===== config.mk =====
export PLATFORM = sky130hd
export DESIGN_NAME = tcc_capture_compare
export DESIGN_NICKNAME = d
export VERILOG_FILES = /design/src/logic/tcc_pkg.sv /design/src/logic/tcc_filter.sv /design/src/logic/tcc_capture_compare.sv
export SDC_FILE = /design/constraint.sdc
export NUM_CORES = 1
export LEC_CHECK = 0
export ABC_AREA = 1
export ABC_CLOCK_PERIOD_IN_PS = 2009
export BUFFER_PORTS_ARGS = -buffer_cell sky130_fd_sc_hd__clkbuf_2
export CORE_MARGIN = 5
export CORE_UTILIZATION = 38
export CTS_CLUSTER_SIZE = 16
export DETAILED_ROUTE_END_ITERATION = 6
export GPL_TIMING_DRIVEN = 0
export HOLD_SLACK_MARGIN = 0.02
export PLACE_DENSITY = 0.63
export SLEW_MARGIN = 20
export SYNTH_ARGS = -nofsm -noshare
export SYNTH_HDL_FRONTEND = slang
export SYNTH_HIERARCHICAL = 1
export SYNTH_SLANG_ARGS = --single-unit

===== constraint.sdc =====
create_clock -name mclk -period 2.01 [get_ports mclk]
set_input_delay 0.3015 -clock mclk [delete_from_list [all_inputs] [get_ports mclk]]
set_output_delay 0.3015 -clock mclk [all_outputs]
set_load 0.005 [all_outputs]

===== src/logic/tcc_pkg.sv =====
/*
  Package for the 16-bit timer capture/compare block: register offsets,
  field positions, reset values, timing constants and waveform modes.
  Assumes a byte-wide register port on the system clock.
*/
`default_nettype none
package tcc_pkg;
  // register offsets (byte-wide plain port)
  localparam logic [3:0] TCC_CAP_LO_OFS  = 4'h0;
  localparam logic [3:0] TCC_CAP_HI_OFS  = 4'h1;
  localparam logic [3:0] TCC_CMPA_LO_OFS = 4'h2;
  localparam logic [3:0] TCC_CMPA_HI_OFS = 4'h3;
  localparam logic [3:0] TCC_CMPB_LO_OFS = 4'h4;
  localparam logic [3:0] TCC_CMPB_HI_OFS = 4'h5;
  localparam logic [3:0] TCC_CTRLA_OFS   = 4'h6;
  localparam logic [3:0] TCC_CTRLB_OFS   = 4'h7;
  localparam logic [3:0] TCC_MASK_OFS    = 4'h8;
  localparam logic [3:0] TCC_FLAG_OFS    = 4'h9;
  localparam logic [3:0] TCC_CMPSTAT_OFS = 4'hA;
  // control A: [1:0] waveform mode low, [5:4] out mode B, [7:6] out mode A
  localparam int TCC_WGM_LO_POS  = 0;
  localparam int TCC_COMB_POS    = 4;
  localparam int TCC_COMA_POS    = 6;
  // control B: [4:3] waveform mode high, [6] edge select, [7] filter enable
  localparam int TCC_WGM_HI_POS  = 3;
  localparam int TCC_EDGE_POS    = 6;
  localparam int TCC_FILT_POS    = 7;
  // comparator ctrl/status: [2] comparator capture select
  localparam int TCC_ACSEL_POS   = 2;
  // mask and flag: [0] capture, [1] compare A, [2] compare B
  localparam int TCC_CAP_POS     = 0;
  localparam int TCC_CMPA_POS    = 1;
  localparam int TCC_CMPB_POS    = 2;
  localparam logic [7:0]  TCC_CTRL_RST  = 8'h00;
  localparam logic [15:0] TCC_WORD_RST  = 16'h0000;
  // filter depth: four equal samples, four extra system clocks
  localparam int TCC_FILT_SAMPLES = 4;
  // waveform modes that matter to this block
  localparam logic [3:0] TCC_WGM_NORMAL   = 4'h0;
  localparam logic [3:0] TCC_WGM_CTC_OCR  = 4'h4;
  localparam logic [3:0] TCC_WGM_PFC_ICR  = 4'h8;
  localparam logic [3:0] TCC_WGM_PC_ICR   = 4'hA;
  localparam logic [3:0] TCC_WGM_CTC_ICR  = 4'hC;
  localparam logic [3:0] TCC_WGM_RSVD     = 4'hD;
  localparam logic [3:0] TCC_WGM_FAST_ICR = 4'hE;
  localparam logic [3:0] TCC_WGM_PFC_OCR  = 4'h9;
  localparam logic [3:0] TCC_WGM_PC_OCR   = 4'hB;
  localparam logic [3:0] TCC_WGM_FAST_OCR = 4'hF;
  // phase-correct modes reload at TOP? no: at BOTTOM for pfc, TOP for others
  typedef enum logic [1:0] {
    TCC_IDLE_T  = 2'b00,
    TCC_ARMED_T = 2'b01
  } tcc_cap_state_t;
endpackage
`default_nettype wire


===== src/logic/tcc_filter.sv =====
/*
  Capture input conditioner: two-stage synchroniser and an optional
  four-sample majority-free noise filter.  Assumes a raw asynchronous input.
*/
`default_nettype none
module tcc_filter
  import tcc_pkg::*;
(
  input  wire logic mclk,
  input  wire logic sys_rst,
  input  wire logic clkEn,
  input  wire logic rawIn,
  input  wire logic filtEn,
  output logic      condOut
);
  logic                        sync1Reg;
  logic                        sync2Reg;
  logic [TCC_FILT_SAMPLES-2:0] histReg;
  logic                        filtReg;
  logic                        allHigh;
  logic                        allLow;

  // live sample plus three stored ones: a fourth stored stage would cost a fifth clock
  assign allHigh = &{histReg, sync2Reg};
  assign allLow  = ~|{histReg, sync2Reg};
  assign condOut = filtEn ? filtReg : sync2Reg;

  always_ff @(posedge mclk)
  begin
    if (sys_rst)
    begin
      sync1Reg <= 1'b0;
      sync2Reg <= 1'b0;
      histReg  <= '0;
      filtReg  <= 1'b0;
    end
    else if (clkEn)
    begin
      sync1Reg <= rawIn;
      sync2Reg <= sync1Reg;
      // samples on every system clock, prescaler never involved
      histReg  <= {histReg[TCC_FILT_SAMPLES-3:0], sync2Reg};
      if (allHigh)
        filtReg <= 1'b1; // output moves only on four equal samples
      else if (allLow)
        filtReg <= 1'b0;
    end
  end
endmodule
`default_nettype wire


===== src/logic/tcc_capture_compare.sv =====
/*
  Input capture and output compare units of a 16-bit timer.
  Assumes the counter, prescaler tick, TOP/BOTTOM indications and
  waveform generator live outside and use the match pulses given here.
*/
// Notes on behaviour
// - trigger is pin, or comparator when selected
// - trigger source switch may set capture flag
// - filter adds four system clocks of delay
// - capture disabled only in capture-TOP modes
// - software driving pin port can capture
// - filter output changes on four equal samples
// - filter enable bit, samples undivided clock
// - each capture overwrites capture register
// - compare flag set one timer tick after match
// - enabled compare flag requests irq, auto-cleared
// - writing one clears flag, zero ignored
// - match, modes and TOP sources go to waveform
// - compare A may define counter TOP
// - double-buffered in PWM, direct otherwise
// - buffered value loads at TOP or BOTTOM
// - capture copies counter, sets flag same clock
// - shared upper-byte staging for 16-bit access
// - enabled capture flag requests irq, auto-cleared
`default_nettype none
module tcc_capture_compare
  import tcc_pkg::*;
#(
  parameter bit HAS_COMPARATOR = 1'b1
)
(
  input  wire logic        mclk,
  input  wire logic        sys_rst,
  input  wire logic        clkEn,
  input  wire logic [3:0]  regAddr,
  input  wire logic [7:0]  regWdata,
  input  wire logic        regWr,
  input  wire logic        regRd,
  output logic      [7:0]  regRdata,
  input  wire logic        capture_input_pin,
  input  wire logic        comparator_output,
  input  wire logic [15:0] counter_value,
  input  wire logic        timerTick,
  input  wire logic        counterAtTop,
  input  wire logic        counterAtBottom,
  input  wire logic        capIrqAck,
  input  wire logic        cmpAIrqAck,
  input  wire logic        cmpBIrqAck,
  output logic             capIrqReq,
  output logic             cmpAIrqReq,
  output logic             cmpBIrqReq,
  output logic             cmpAMatch,
  output logic             cmpBMatch,
  output logic      [3:0]  waveform_mode_field,
  output logic      [1:0]  compareModeA,
  output logic      [1:0]  compareModeB,
  output logic      [15:0] topFromA,
  output logic      [15:0] topFromCapture,
  output logic             topIsCompareA
);
  ////////////////////////////////////////////////////////////////////////////
  // registers
  logic [7:0]  ctrlA_reg;
  logic [7:0]  timer_control_b_reg;
  logic [7:0]  comparator_ctrl_status_reg;
  logic [7:0]  maskReg;
  logic [15:0] capture_value_reg;
  logic [15:0] compareActA_reg;
  logic [15:0] compareActB_reg;
  logic [15:0] compareBufA_reg;
  logic [15:0] compareBufB_reg;
  logic [7:0]  stagingReg;
  logic        capture_flag_reg;
  logic        compare_flagA_reg;
  logic        compare_flagB_reg;
  logic        matchA_reg;
  logic        matchB_reg;
  logic        prevCond_reg;
  logic [7:0]  rdata_next;
  logic [7:0]  rdataReg;

  ////////////////////////////////////////////////////////////////////////////
  // decode
  logic wrCapLo;
  logic wrCapHi;
  logic wrCmpALo;
  logic wrCmpAHi;
  logic wrCmpBLo;
  logic wrCmpBHi;
  logic wrCtrlA;
  logic wrCtrlB;
  logic wrMask;
  logic wrFlag;
  logic wrCmpStat;
  logic rdCapLo;

  assign wrCapLo   = regWr && regAddr == TCC_CAP_LO_OFS;
  assign wrCapHi   = regWr && regAddr == TCC_CAP_HI_OFS;
  assign wrCmpALo  = regWr && regAddr == TCC_CMPA_LO_OFS;
  assign wrCmpAHi  = regWr && regAddr == TCC_CMPA_HI_OFS;
  assign wrCmpBLo  = regWr && regAddr == TCC_CMPB_LO_OFS;
  assign wrCmpBHi  = regWr && regAddr == TCC_CMPB_HI_OFS;
  assign wrCtrlA   = regWr && regAddr == TCC_CTRLA_OFS;
  assign wrCtrlB   = regWr && regAddr == TCC_CTRLB_OFS;
  assign wrMask    = regWr && regAddr == TCC_MASK_OFS;
  assign wrFlag    = regWr && regAddr == TCC_FLAG_OFS;
  assign wrCmpStat = regWr && regAddr == TCC_CMPSTAT_OFS;
  assign rdCapLo   = regRd && regAddr == TCC_CAP_LO_OFS;

  ////////////////////////////////////////////////////////////////////////////
  // mode decode
  logic [3:0] wgm;
  logic       capTopMode;
  logic       ocrTopMode;
  logic       pwmMode;
  logic       reloadAtBottom;
  logic       reloadNow;

  assign wgm = {timer_control_b_reg[TCC_WGM_HI_POS+1:TCC_WGM_HI_POS],
                ctrlA_reg[TCC_WGM_LO_POS+1:TCC_WGM_LO_POS]};
  assign capTopMode = wgm == TCC_WGM_PFC_ICR || wgm == TCC_WGM_PC_ICR
                   || wgm == TCC_WGM_CTC_ICR || wgm == TCC_WGM_FAST_ICR;
  assign ocrTopMode = wgm == TCC_WGM_CTC_OCR || wgm == TCC_WGM_PFC_OCR
                   || wgm == TCC_WGM_PC_OCR || wgm == TCC_WGM_FAST_OCR;
  // everything except normal, the two clear-on-match modes and reserved is pwm
  assign pwmMode = !(wgm == TCC_WGM_NORMAL || wgm == TCC_WGM_CTC_OCR
                  || wgm == TCC_WGM_CTC_ICR || wgm == TCC_WGM_RSVD);
  // phase-and-frequency-correct modes reload at bottom, others at top
  assign reloadAtBottom = wgm == TCC_WGM_PFC_ICR || wgm == TCC_WGM_PFC_OCR;
  assign reloadNow = pwmMode && timerTick
                  && (reloadAtBottom ? counterAtBottom : counterAtTop);

  ////////////////////////////////////////////////////////////////////////////
  // capture trigger path
  logic compSel;
  logic rawTrig;
  logic condIn;
  logic edgeRise;
  logic edgeFall;
  logic capEvent;

  assign compSel = HAS_COMPARATOR
                && comparator_ctrl_status_reg[TCC_ACSEL_POS];
  // pin is sensed whoever drives it, so port writes capture too
  assign rawTrig = compSel ? comparator_output : capture_input_pin;

  tcc_filter filter_u (
    .mclk    (mclk),
    .sys_rst (sys_rst),
    .clkEn   (clkEn),
    .rawIn   (rawTrig),
    .filtEn  (timer_control_b_reg[TCC_FILT_POS]),
    .condOut (condIn)
  );

  // a source switch changes condIn and may look like an edge
  assign edgeRise = condIn && !prevCond_reg;
  assign edgeFall = !condIn && prevCond_reg;
  assign capEvent = !capTopMode
                 && (timer_control_b_reg[TCC_EDGE_POS] ? edgeRise : edgeFall);

  ////////////////////////////////////////////////////////////////////////////
  // compare matches
  logic eqA;
  logic eqB;
  assign eqA = counter_value == compareActA_reg;
  assign eqB = counter_value == compareActB_reg;

  ////////////////////////////////////////////////////////////////////////////
  // flags: hardware set wins over clears
  logic capClr;
  logic cmpAClr;
  logic cmpBClr;
  assign capClr  = (wrFlag && regWdata[TCC_CAP_POS]) || capIrqAck;
  assign cmpAClr = (wrFlag && regWdata[TCC_CMPA_POS]) || cmpAIrqAck;
  assign cmpBClr = (wrFlag && regWdata[TCC_CMPB_POS]) || cmpBIrqAck;

  always_ff @(posedge mclk)
  begin
    if (sys_rst)
    begin
      capture_flag_reg  <= 1'b0;
      compare_flagA_reg <= 1'b0;
      compare_flagB_reg <= 1'b0;
      matchA_reg        <= 1'b0;
      matchB_reg        <= 1'b0;
      prevCond_reg      <= 1'b0;
      capture_value_reg <= TCC_WORD_RST;
    end
    else if (clkEn)
    begin
      prevCond_reg <= condIn;
      if (capEvent)
        capture_flag_reg <= 1'b1;
      else if (capClr)
        capture_flag_reg <= 1'b0;
      if (capEvent)
        capture_value_reg <= counter_value; // always overwrites
      else if (wrCapLo && capTopMode)
        capture_value_reg <= {stagingReg, regWdata};
      if (timerTick)
      begin
        matchA_reg <= eqA;
        matchB_reg <= eqB;
      end
      if (timerTick && matchA_reg)
        compare_flagA_reg <= 1'b1; // next tick after the match
      else if (cmpAClr)
        compare_flagA_reg <= 1'b0;
      if (timerTick && matchB_reg)
        compare_flagB_reg <= 1'b1;
      else if (cmpBClr)
        compare_flagB_reg <= 1'b0;
    end
  end

  ////////////////////////////////////////////////////////////////////////////
  // control registers and 16-bit writes through the staging byte
  always_ff @(posedge mclk)
  begin
    if (sys_rst)
    begin
      ctrlA_reg                  <= TCC_CTRL_RST;
      timer_control_b_reg        <= TCC_CTRL_RST;
      comparator_ctrl_status_reg <= TCC_CTRL_RST;
      maskReg                    <= TCC_CTRL_RST;
      stagingReg                 <= TCC_CTRL_RST;
      compareActA_reg            <= TCC_WORD_RST;
      compareActB_reg            <= TCC_WORD_RST;
      compareBufA_reg            <= TCC_WORD_RST;
      compareBufB_reg            <= TCC_WORD_RST;
    end
    else if (clkEn)
    begin
      if (wrCtrlA)
        ctrlA_reg <= regWdata;
      if (wrCtrlB)
        timer_control_b_reg <= regWdata;
      if (wrCmpStat)
        comparator_ctrl_status_reg <= regWdata;
      if (wrMask)
        maskReg <= regWdata;
      if (wrCapHi || wrCmpAHi || wrCmpBHi)
        stagingReg <= regWdata;
      else if (rdCapLo)
        stagingReg <= capture_value_reg[15:8];
      if (wrCmpALo)
        compareBufA_reg <= {stagingReg, regWdata};
      if (wrCmpBLo)
        compareBufB_reg <= {stagingReg, regWdata};
      if (wrCmpALo && !pwmMode)
        compareActA_reg <= {stagingReg, regWdata}; // direct write
      else if (reloadNow)
        compareActA_reg <= compareBufA_reg;
      if (wrCmpBLo && !pwmMode)
        compareActB_reg <= {stagingReg, regWdata};
      else if (reloadNow)
        compareActB_reg <= compareBufB_reg;
    end
  end

  ////////////////////////////////////////////////////////////////////////////
  // read back, one cycle after the strobe
  logic [7:0] flagByte;
  logic [7:0] cmpARd;
  logic [7:0] cmpBRd;
  assign flagByte = {5'h0, compare_flagB_reg, compare_flagA_reg, capture_flag_reg};

  always_comb
  begin
    cmpARd = pwmMode ? compareBufA_reg[7:0] : compareActA_reg[7:0];
    cmpBRd = pwmMode ? compareBufB_reg[7:0] : compareActB_reg[7:0];
    case (regAddr)
      TCC_CAP_LO_OFS:  rdata_next = capture_value_reg[7:0];
      TCC_CAP_HI_OFS:  rdata_next = stagingReg;
      TCC_CMPA_LO_OFS: rdata_next = cmpARd;
      TCC_CMPA_HI_OFS: rdata_next = pwmMode ? compareBufA_reg[15:8] : compareActA_reg[15:8];
      TCC_CMPB_LO_OFS: rdata_next = cmpBRd;
      TCC_CMPB_HI_OFS: rdata_next = pwmMode ? compareBufB_reg[15:8] : compareActB_reg[15:8];
      TCC_CTRLA_OFS:   rdata_next = ctrlA_reg;
      TCC_CTRLB_OFS:   rdata_next = timer_control_b_reg;
      TCC_MASK_OFS:    rdata_next = maskReg;
      TCC_FLAG_OFS:    rdata_next = flagByte;
      TCC_CMPSTAT_OFS: rdata_next = comparator_ctrl_status_reg;
      default:         rdata_next = 8'h00;
    endcase
  end

  always_ff @(posedge mclk)
  begin
    if (sys_rst)
      rdataReg <= 8'h00;
    else if (clkEn)
      rdataReg <= regRd ? rdata_next : 8'h00;
  end

  ////////////////////////////////////////////////////////////////////////////
  // outputs
  assign regRdata            = rdataReg;
  assign capIrqReq  = capture_flag_reg && maskReg[TCC_CAP_POS];
  assign cmpAIrqReq = compare_flagA_reg && maskReg[TCC_CMPA_POS];
  assign cmpBIrqReq = compare_flagB_reg && maskReg[TCC_CMPB_POS];
  assign cmpAMatch           = matchA_reg;
  assign cmpBMatch           = matchB_reg;
  assign waveform_mode_field = wgm;
  assign compareModeA        = ctrlA_reg[TCC_COMA_POS+1:TCC_COMA_POS];
  assign compareModeB        = ctrlA_reg[TCC_COMB_POS+1:TCC_COMB_POS];
  assign topFromA            = compareActA_reg;
  assign topIsCompareA       = ocrTopMode;
  assign topFromCapture      = capture_value_reg;
endmodule
`default_nettype wire


Word level (Yosys, flattened, before mapping)

Index checks and enable logic that the tools add are counted.

Bits in registers: 140
Bits of input ports: 41
Logic and storage cells: 142

Equal/unequal tests: 22
Multiplexer cells: 26
Reductions and logical operators: 73

Operators by type and width:

| kind                                                  | number |
|---|---|
| two-way mux 16 bit                                    | 6 |
| case mux 8 bit (11 select lines)                      | 1 |
| two-way mux 8 bit                                     | 7 |
| equality test 4 bit, second input constant            | 11 |
| equality test 16 bit                                  | 2 |
| AND reduction 2 bit                                   | 15 |
| logical AND 1 bit                                     | 28 |
| equality test 4 x 3 -> 1 bit, second input constant   | 5 |
| logical OR 1 bit                                      | 15 |
| nonzero test 2 bit                                    | 7 |
| two-way mux 1 bit                                     | 12 |
| equality test 4 x 2 -> 1 bit, second input constant   | 2 |
| logical NOT 4 bit                                     | 2 |
| equality test 4 x 1 -> 1 bit, second input constant   | 1 |
| logical NOT 1 bit                                     | 4 |
| AND reduction 4 bit                                   | 1 |
| OR reduction 4 bit                                    | 1 |
| inequality test 2 x 1 -> 1 bit, second input constant | 1 |

Logic depth before layout (Yosys ltp)

Gate-level depths: netlist of the first run.

Depth after elaboration: 9
Gate-level depth with buffers: 13

Cells and area by module

The synthesis of the first run kept the hierarchy.

By module, submodules not included:

| module              | times used | cells an instance | area each (um2) |
|---|---|---|---|
| tcc_capture_compare | 1          | 1139              | 7358.3 |
| tcc_filter          | 1          | 32                | 237.7 |

Worst setup path after synthesis of the first run

OpenSTA, ideal clock, no wires.

Path kind: reg2reg
From: reg filter_u.sync2Reg
To: reg capture_value_reg[11] (netlist: topFromCapture[11])
Arrival time: 1.545 ns
Required time: 1.891 ns
Path slack: 0.346 ns
Stages on the path, launching flop included: 9
Period minus slack after synthesis: 1.664 ns
Cells stage by stage: dfxtp_1 > nor2_1 > a21oi_1 > inv_1 > nand2_1 > nand3_1 > clkbuf_1 > a211oi_1 > nor2_1

Word-level cells in the longest chain between the ends: 7
Elaborated cells on any way between the ends: 9
Classes of those cells: mux (3); reduce/logical (6)

RTL lines:

| what                                 | line                       | source |
|---|---|---|
| from (decl)                          | tcc_filter.sv:17           | `logic sync2Reg;` |
| from (signal assigned)               | tcc_filter.sv:40           | `sync2Reg <= sync1Reg;` |
| two-way mux 1 bit *                  | tcc_filter.sv:26           | `assign condOut = filtEn ? filtReg : sync2Reg;` |
| named net condIn                     | tcc_capture_compare.sv:137 | `logic condIn;` |
| logical NOT 1 bit                    | tcc_capture_compare.sv:158 | `assign edgeFall = !condIn && prevCond_reg;` |
| logical AND 1 bit                    | tcc_capture_compare.sv:158 |  |
| two-way mux 1 bit *                  | tcc_capture_compare.sv:160 | `&& (timer_control_b_reg[TCC_EDGE_POS] ? edgeRise : edgeFall);` |
| logical AND 1 bit *                  | tcc_capture_compare.sv:160 |  |
| nonzero test 2 bit (no source line)  | n/a                        |  |
| AND reduction 2 bit (no source line) | n/a                        |  |
| to (signal assigned)                 | tcc_capture_compare.sv:198 | `capture_value_reg <= counter_value;` |
| to (signal assigned)                 | tcc_capture_compare.sv:200 | `capture_value_reg <= {stagingReg, regWdata};` |
| to (decl)                            | tcc_capture_compare.sv:67  | `logic [15:0] capture_value_reg;` |

The timed path passes the listed nets; every way through them passes the cells marked *.
A chain may end at the register's enable or synchronous reset.

Worst setup path in the final report of the first run

From: reg timer_control_b_reg[7]
To: reg capture_value_reg[7] (netlist: topFromCapture[7])

Word-level cells in the longest chain between the ends: 7
Elaborated cells on any way between the ends: 9
Classes of those cells: mux (3); reduce/logical (6)

RTL lines:

| what                                 | line                       | source |
|---|---|---|
| from (decl)                          | tcc_capture_compare.sv:64  | `logic [7:0] timer_control_b_reg;` |
| from (signal assigned)               | tcc_capture_compare.sv:238 | `timer_control_b_reg <= regWdata;` |
| two-way mux 1 bit *                  | tcc_filter.sv:26           |  |
| named net condIn                     | tcc_capture_compare.sv:137 |  |
| logical NOT 1 bit                    | tcc_capture_compare.sv:158 |  |
| logical AND 1 bit                    | tcc_capture_compare.sv:158 |  |
| two-way mux 1 bit *                  | tcc_capture_compare.sv:160 |  |
| logical AND 1 bit *                  | tcc_capture_compare.sv:160 |  |
| nonzero test 2 bit (no source line)  | n/a                        |  |
| AND reduction 2 bit (no source line) | n/a                        |  |

Marks and branches as above.

==> results of run 1 <==
==> Yosys cell counts <==
| cell type | number |
|---|---|
| clkbuf_1 | 37 |
| nor3_1 | 2 |
| nand2_4 | 3 |
| nor3b_1 | 2 |
| inv_1 | 73 |
| buf_6 | 5 |
| a211oi_2 | 2 |
| buf_1 | 3 |
| nor2_2 | 8 |
| o21ai_0 | 95 |
| nand3b_1 | 6 |
| buf_4 | 9 |
| nand3_1 | 106 |
| a31oi_1 | 7 |
| nand2_1 | 304 |
| o21ai_4 | 1 |
| inv_2 | 8 |
| a211oi_1 | 9 |
| a21oi_1 | 133 |
| xor2_1 | 2 |
| or2_2 | 2 |
| o21ai_1 | 31 |
| nor2_1 | 111 |
| dfxtp_1 | 140 |
| a311oi_1 | 1 |
| nand3_2 | 1 |
| nor2_4 | 1 |
| nand3_4 | 2 |
| clkinv_2 | 1 |
| xnor2_1 | 12 |
| clkinv_1 | 1 |
| nand4_1 | 13 |
| o2111ai_1 | 4 |
| nand2_2 | 6 |
| o21ai_2 | 1 |
| o22ai_1 | 3 |
| buf_2 | 25 |
| a21oi_2 | 1 |
==> final cells by class <==
class | instances | area [um^2]
buffer | 79 | 417
clock buffer | 18 | 429
clock inverter | 14 | 218
fill | 2111 | 10500
inverter | 83 | 313
multi-input combinational | 869 | 4110
sequential | 140 | 2800
tap | 265 | 332
timing repair buffer | 88 | 445
==> per-layer routing <==
layer | up-vias | share of wire
met5 | - | 0
met4 | 0 | 0.043
met3 | 80 | 0.077
met2 | 398 | 0.45
met1 | 3812 | 0.43
li1 | 4088 | -
==> worst min-delay path by stage <==
stage / depth (start not counted) / startpoint / slack [ps] / to
after global placement: 2 / comparator_ctrl_status_reg[1] / 450 / comparator_ctrl_status_reg[1]
after CTS: 4 / sys_rst / 190 / filter_u/filtReg
final: 5 / capture_input_pin / 190 / filter_u/sync1Reg
after floorplan: 1 / clkEn / 390 / filter_u/histReg[2]
after global routing: 4 / sys_rst / 220 / filter_u/filtReg
after detailed placement: 2 / timer_control_b_reg[5] / 450 / timer_control_b_reg[5]
==> kinds of logic after synthesis <==
kind of cell | Yosys count
and+or+nand+nor | 567
AOI/OAI and AO/OA | 288
buffers and inverters | 162
DFF | 140
xor gates and xnor gates | 14
==> metrics by stage <==
stage               area [um^2]  total power [uW]  hold slack, ps  instances
global route               9070              7390             217       1556
finish                     9070              7210             189       1556
detailed placement         8360              3690             453       1522
global placement           8360              3690             448       1522
CTS                        9020              7190             185       1554
floorplan                  7600              3370             391       1171
==> worst max-delay path: cells and delay by family, from the launching register on <==
family	cells	cell delay (ps)
AO/OA/AOI/OAI	2	480
buffers and inverters	2	220
flip-flops	1	410
AND/OR/NAND/NOR	5	690
==> timing repair <==
| action | in CTS | in global routing |
|---|---|---|
| endpoints found under the setup margin | 15 | 46 |
| endpoints found under the hold margin | 0 | 0 |
| resized for setup | 6 | 18 |
| buffers inserted | 0 | 2 |
| pin swaps | 1 | 1 |
==> power by group through the flow <==
stage / Combinational, uW / Sequential, uW / Clock (uW)
after detailed placement: 721 / 2970 / 0
after global placement: 721 / 2970 / 0
after global routing: 808 / 2910 / 3660
after floorplan: 427 / 2950 / 0
after CTS: 727 / 2900 / 3560
final: 757 / 2910 / 3540
==> flow_metrics.py, run 1 <==
metrics = {
    "drt": {
        "wl_mm": 30.6,
        "routedWlPerCell_um": 19.7,
        "drtIter0Drc": 946,
        "drc_errors": 0,
        "avgViaCountPerCell": 5.38,
        "drt-pass1-iter-count": 6,
        "ant_nets": 0,
        "dr_total_vias": 8378,
    },
    "setup_path": {
        "max_stage_delay_ps": 410,
        "worstPathCellList": "nor2_1, a21oi_2, inv_1, nand2_2, nand4_1, nand2_2, inv_2, a211oi_1, nor2_1",
        "critPathMaxFanout": 9,
        "cpMaxStageDelayCell": "dfxtp_1",
        "worstPathRequired_ps": 2320,
        "r2r-start": "timer_control_b_reg[7]",
        "reg2reg_to": "topFromCapture[7]",
        "crit_start": "timer_control_b_reg[7]",
        "r2r_cells": 9,
        "crit_type": "register to register",
        "rrSetupSlack_ps": 80,
        "endpoint": "topFromCapture[7]",
        "end_kind": "register",
        "crit_arrival_ps": 2250,
        "worstSetupStartpointType": "register",
    },
    "global_routing": {
        "gr-usage-all-layers": 0.266,
        "grt_pass1_vias": 7639,
        "use_met2": 0.415,
        "busiest_layer": "met2",
        "gr-usage-met1": 0.360,
        "antenna_found_initial": 0,
        "grt_first_pass_wirelength_mm": 45.3,
        "met3_usage": 0.0434,
        "grt_overflow": 0,
        "grt_max_degree": 17,
    },
    "die": {
        "fp-row-count": 51,
        "io-pin-count": 95,
        "die-area_um2": 22900,
        "die_h_um": 151,
        "core-area_um2": 19600,
        "initial_utilization": 0.388,
        "die_x_um": 151,
    },
    "flow_run": {
        "cap_violations": 0,
    },
    "power_and_ir_drop": {
        "p_switching_uw": 1940,
        "leakagePower_uw": 0.00372,
        "intPower_uw": 5270,
        "powerDensity_nw_per_um2": 795,
        "comb_power_share": 0.105,
        "power_frac_seq": 0.403,
        "clock_power_share": 0.492,
        "ir_drop_mv": 0.560,
        "switching_share": 0.269,
    },
    "placement": {
        "dp_slack_ps": -123,
        "hpwl_mm": 23.7,
        "gp_congestion": 0.958,
        "placement.io_buffers": 86,
    },
    "sta": {
        "post-route-period-util": 0.961,
        "setup_viol": 0,
        "slew_headroom": 0.507,
        "fmax_mhz": 517,
        "period_minus_slack_ps": 1930,
        "tns_ps": 0,
        "timing.clock.skew_ps": 13.8,
        "max_slew.worst_pin.slew_ps": 740,
        "finalWorstSetupSlack_ps": 77.6,
        "hold_violations": 0,
        "slew_viol_final": 0,
    },
    "synthesis": {
        "synth_xor_area_frac": 0.0161,
        "synthesis.nets": 1212,
        "muxShareOfSynthArea": 0,
        "synth_compound_area_frac": 0.201,
        "yosysSeqAreaShare": 0.369,
        "synth_fa_ha_area_frac": 0,
        "ys_types": 38,
        "yosys.area_share.simple": 0.320,
        "netlist_area_um2": 7600,
        "synth_top_family_by_area": "simple AND/OR/NAND/NOR gates",
        "yosys_register_bits": 140,
        "synth_top_area_cell": "dfxtp_1",
        "netlist_instances": 1171,
        "netlist.area_leader.share": 0.369,
        "synth_top_cells_by_area": "dfxtp_1 (37%), nand2_1 (15%), a21oi_1 (8.8%)",
        "syn_area_per_cell_um2": 6.49,
        "synth_warnings": 6,
    },
    "final_layout": {
        "nets": 1319,
        "post-route-util": 0.463,
        "mostFrequentLayoutCell": "nand2_1",
        "drive_gt1_frac": 0.163,
        "insertedDiodeCount": 0,
        "final_cell_mix": "nand2_1 (302), dfxtp_1 (139), a21oi_1 (132)",
        "area_growth_pct": 19.4,
    },
    "clock_tree": {
        "root_buffer": "clkbuf_16",
        "clock-sinks": 140,
        "hold_buffers": 0,
        "cts_made_buffers": 17,
        "h-tree-depth": 4,
        "cts_tree": "yes",
        "clk_path_buf_depth": 2,
        "path_clk_slew_ps": 60,
        "clock_latency_ps": 440,
    },
    "run_status": {
        "status": "completed",
    },
    "min_path": {
        "hp-class": "input port to register",
    },
}
No activity file was read; power rests on OpenSTA's default activity.
==> run 2: changes to the inputs <==
GPL_TIMING_DRIVEN = default   (was 0)
SETUP_SLACK_MARGIN = 0.3   (was default)
==> flow_metrics.py, run 2 (synthesized netlist as in run 1, its figures left out) <==
metrics = {
    "sta": {
        "fmax_mhz": 583,
        "setup_viol": 0,
        "max_slew.worst_pin.slew_ps": 702,
        "period_minus_slack_ps": 1710,
        "hold_violations": 0,
        "timing.clock.skew_ps": 10.7,
        "tns_ps": 0,
        "slew_viol_final": 0,
        "slew_headroom": 0.530,
        "rsz0062_at_grt": "yes",
        "post-route-period-util": 0.853,
        "hold_slack_ps": 218,
    },
    "die": {
        "initial_utilization": 0.388,
        "core-area_um2": 19600,
        "die-area_um2": 22900,
        "io-pin-count": 95,
        "fp-row-count": 51,
        "die_x_um": 151,
        "die_h_um": 151,
    },
    "clock_tree": {
        "clk_path_buf_depth": 2,
        "h-tree-depth": 4,
        "cts_tree": "yes",
        "cts_made_buffers": 17,
        "path_clk_slew_ps": 60,
        "clock_latency_ps": 430,
        "clock-sinks": 140,
        "root_buffer": "clkbuf_16",
        "hold_buffers": 0,
    },
    "drt": {
        "wl_mm": 29.4,
        "drtIter0Drc": 805,
        "avgViaCountPerCell": 5.42,
        "ant_nets": 0,
        "routedWlPerCell_um": 19.2,
        "drc_errors": 0,
        "dr_total_vias": 8316,
        "drt-pass1-iter-count": 6,
    },
    "placement": {
        "placement.io_buffers": 94,
        "hpwl_mm": 21.6,
        "gp_congestion": 0.989,
    },
    "setup_path": {
        "worstSetupStartpointType": "register",
        "cpMaxStageDelayCell": "dfxtp_4",
        "r2r_cells": 9,
        "worstPathRequired_ps": 1710,
        "worstPathCellList": "inv_4, buf_6, nor2_2, a311oi_2, buf_2",
        "r2r-start": "timer_control_b_reg[4]",
        "max_stage_delay_ps": 380,
        "crit_arrival_ps": 1410,
        "rrSetupSlack_ps": 330,
        "end_kind": "output pin",
        "crit_type": "register to output pin",
        "reg2reg_to": "topFromA[2]",
        "critPathMaxFanout": 5,
    },
    "final_layout": {
        "area_growth_pct": 20.9,
        "fill_cells": 2099,
        "mostFrequentLayoutCell": "nand2_1",
        "final_cell_mix": "nand2_1 (303), dfxtp_1 (134), a21oi_1 (131)",
        "drive_gt1_frac": 0.190,
        "insertedDiodeCount": 0,
        "nets": 1298,
    },
    "min_path": {
        "worstHoldStart": "comparator_output",
        "min_to": "filter_u/sync1Reg",
        "hp-class": "input port to register",
        "min_delay_path_depth": 5,
    },
    "power_and_ir_drop": {
        "leakagePower_uw": 0.00375,
        "powerDensity_nw_per_um2": 751,
        "ir_drop_mv": 0.584,
    },
    "global_routing": {
        "grt_overflow": 0,
        "antenna_found_initial": 1,
        "gr-usage-all-layers": 0.257,
        "grt_max_degree": 74,
        "grt_pass1_vias": 7646,
        "grt_first_pass_wirelength_mm": 44.4,
    },
    "run_status": {
        "status": "completed",
    },
    "flow_run": {
        "cap_violations": 0,
    },
}
## run 2: cell count changes in the layout (fill, tap and decap cells not counted), sizes merged
| cell | change |
|---|---|
| clkbuf | -30 |
| buf | +8 |
| nand3 | +2 |
| bufinv | -3 |
| clkinvlp | +2 |
## run 2: timing repair
item / in CTS / in global routing
gates cloned: 1 / 1
pin swaps: 1 / 2
setup buffers: 3 / 2
endpoints found under the setup margin: 47 / 51
resized for setup: 19 / 39
## run 2: worst max path at each step
stage	slack [ps]	endpoint	start	depth (start not counted)
floorplan	350	topFromCapture[11]	filter_u/sync2Reg	8
global placement	190	topFromA[2]	timer_control_b_reg[4]	9
detailed placement	120	compareActB_reg[1]	regAddr[3]	9
CTS	300	topIsCompareA	ctrlA_reg[0]	5
global route	260	topIsCompareA	ctrlA_reg[0]	5
finish	300	topIsCompareA	ctrlA_reg[0]	5
## run 2: area by class of cell
cell class | instances | area (um^2) | area share
clock buffers | 19 | 453 | 0.0493
clock inverters | 13 | 143 | 0.0155
inverters | 83 | 319 | 0.0348
multi-input cells | 871 | 4200 | 0.457
flip-flops and latches | 140 | 2820 | 0.307
well taps | 265 | 332 | 0.0361
repair buffers | 144 | 917 | 0.0999
## run 2: power by group
| group | internal [uW] | total (uW) | switching (uW) |
|---|---|---|---|
| clock | 1900 | 3220 | 1320 |
| sequential | 2840 | 2900 | 66.9 |
| combinational | 251 | 775 | 525 |
| total | 4980 | 6900 | 1910 |
## run 2: through the flow
step / instances / util / worst slack (ps) / area, um^2 / total power (uW)
finish: 1535 / 0.469 / 296 / 9180 / 6900
global route: 1535 / 0.469 / 258 / 9180 / 7130
CTS: 1532 / 0.462 / 303 / 9050 / 6890
detailed placement: 1496 / 0.427 / 118 / 8370 / 3690
global placement: 1496 / 0.427 / 193 / 8370 / 3690
floorplan: 1171 / - / 346 / 7600 / 3370
## run 2: critical path, delay by kind of cell (launching register included)
kind                   cells  cell delay [ps]
flip-flops                 1              380
buffers and inverters      3              320
AO/OA/AOI/OAI              1              240
AND/OR/NAND/NOR            1               30
## run 2: per-layer routing
layer  up-vias  GRT usage  wire length (um)  part of all wire
li1       4029          -                 -                 -
met1      3866      0.346             12600              0.43
met2       347      0.397             13300              0.45
met3        72     0.0649              2500             0.085
met4         2     0.0988              1000             0.034
met5         -          0                20           0.00068
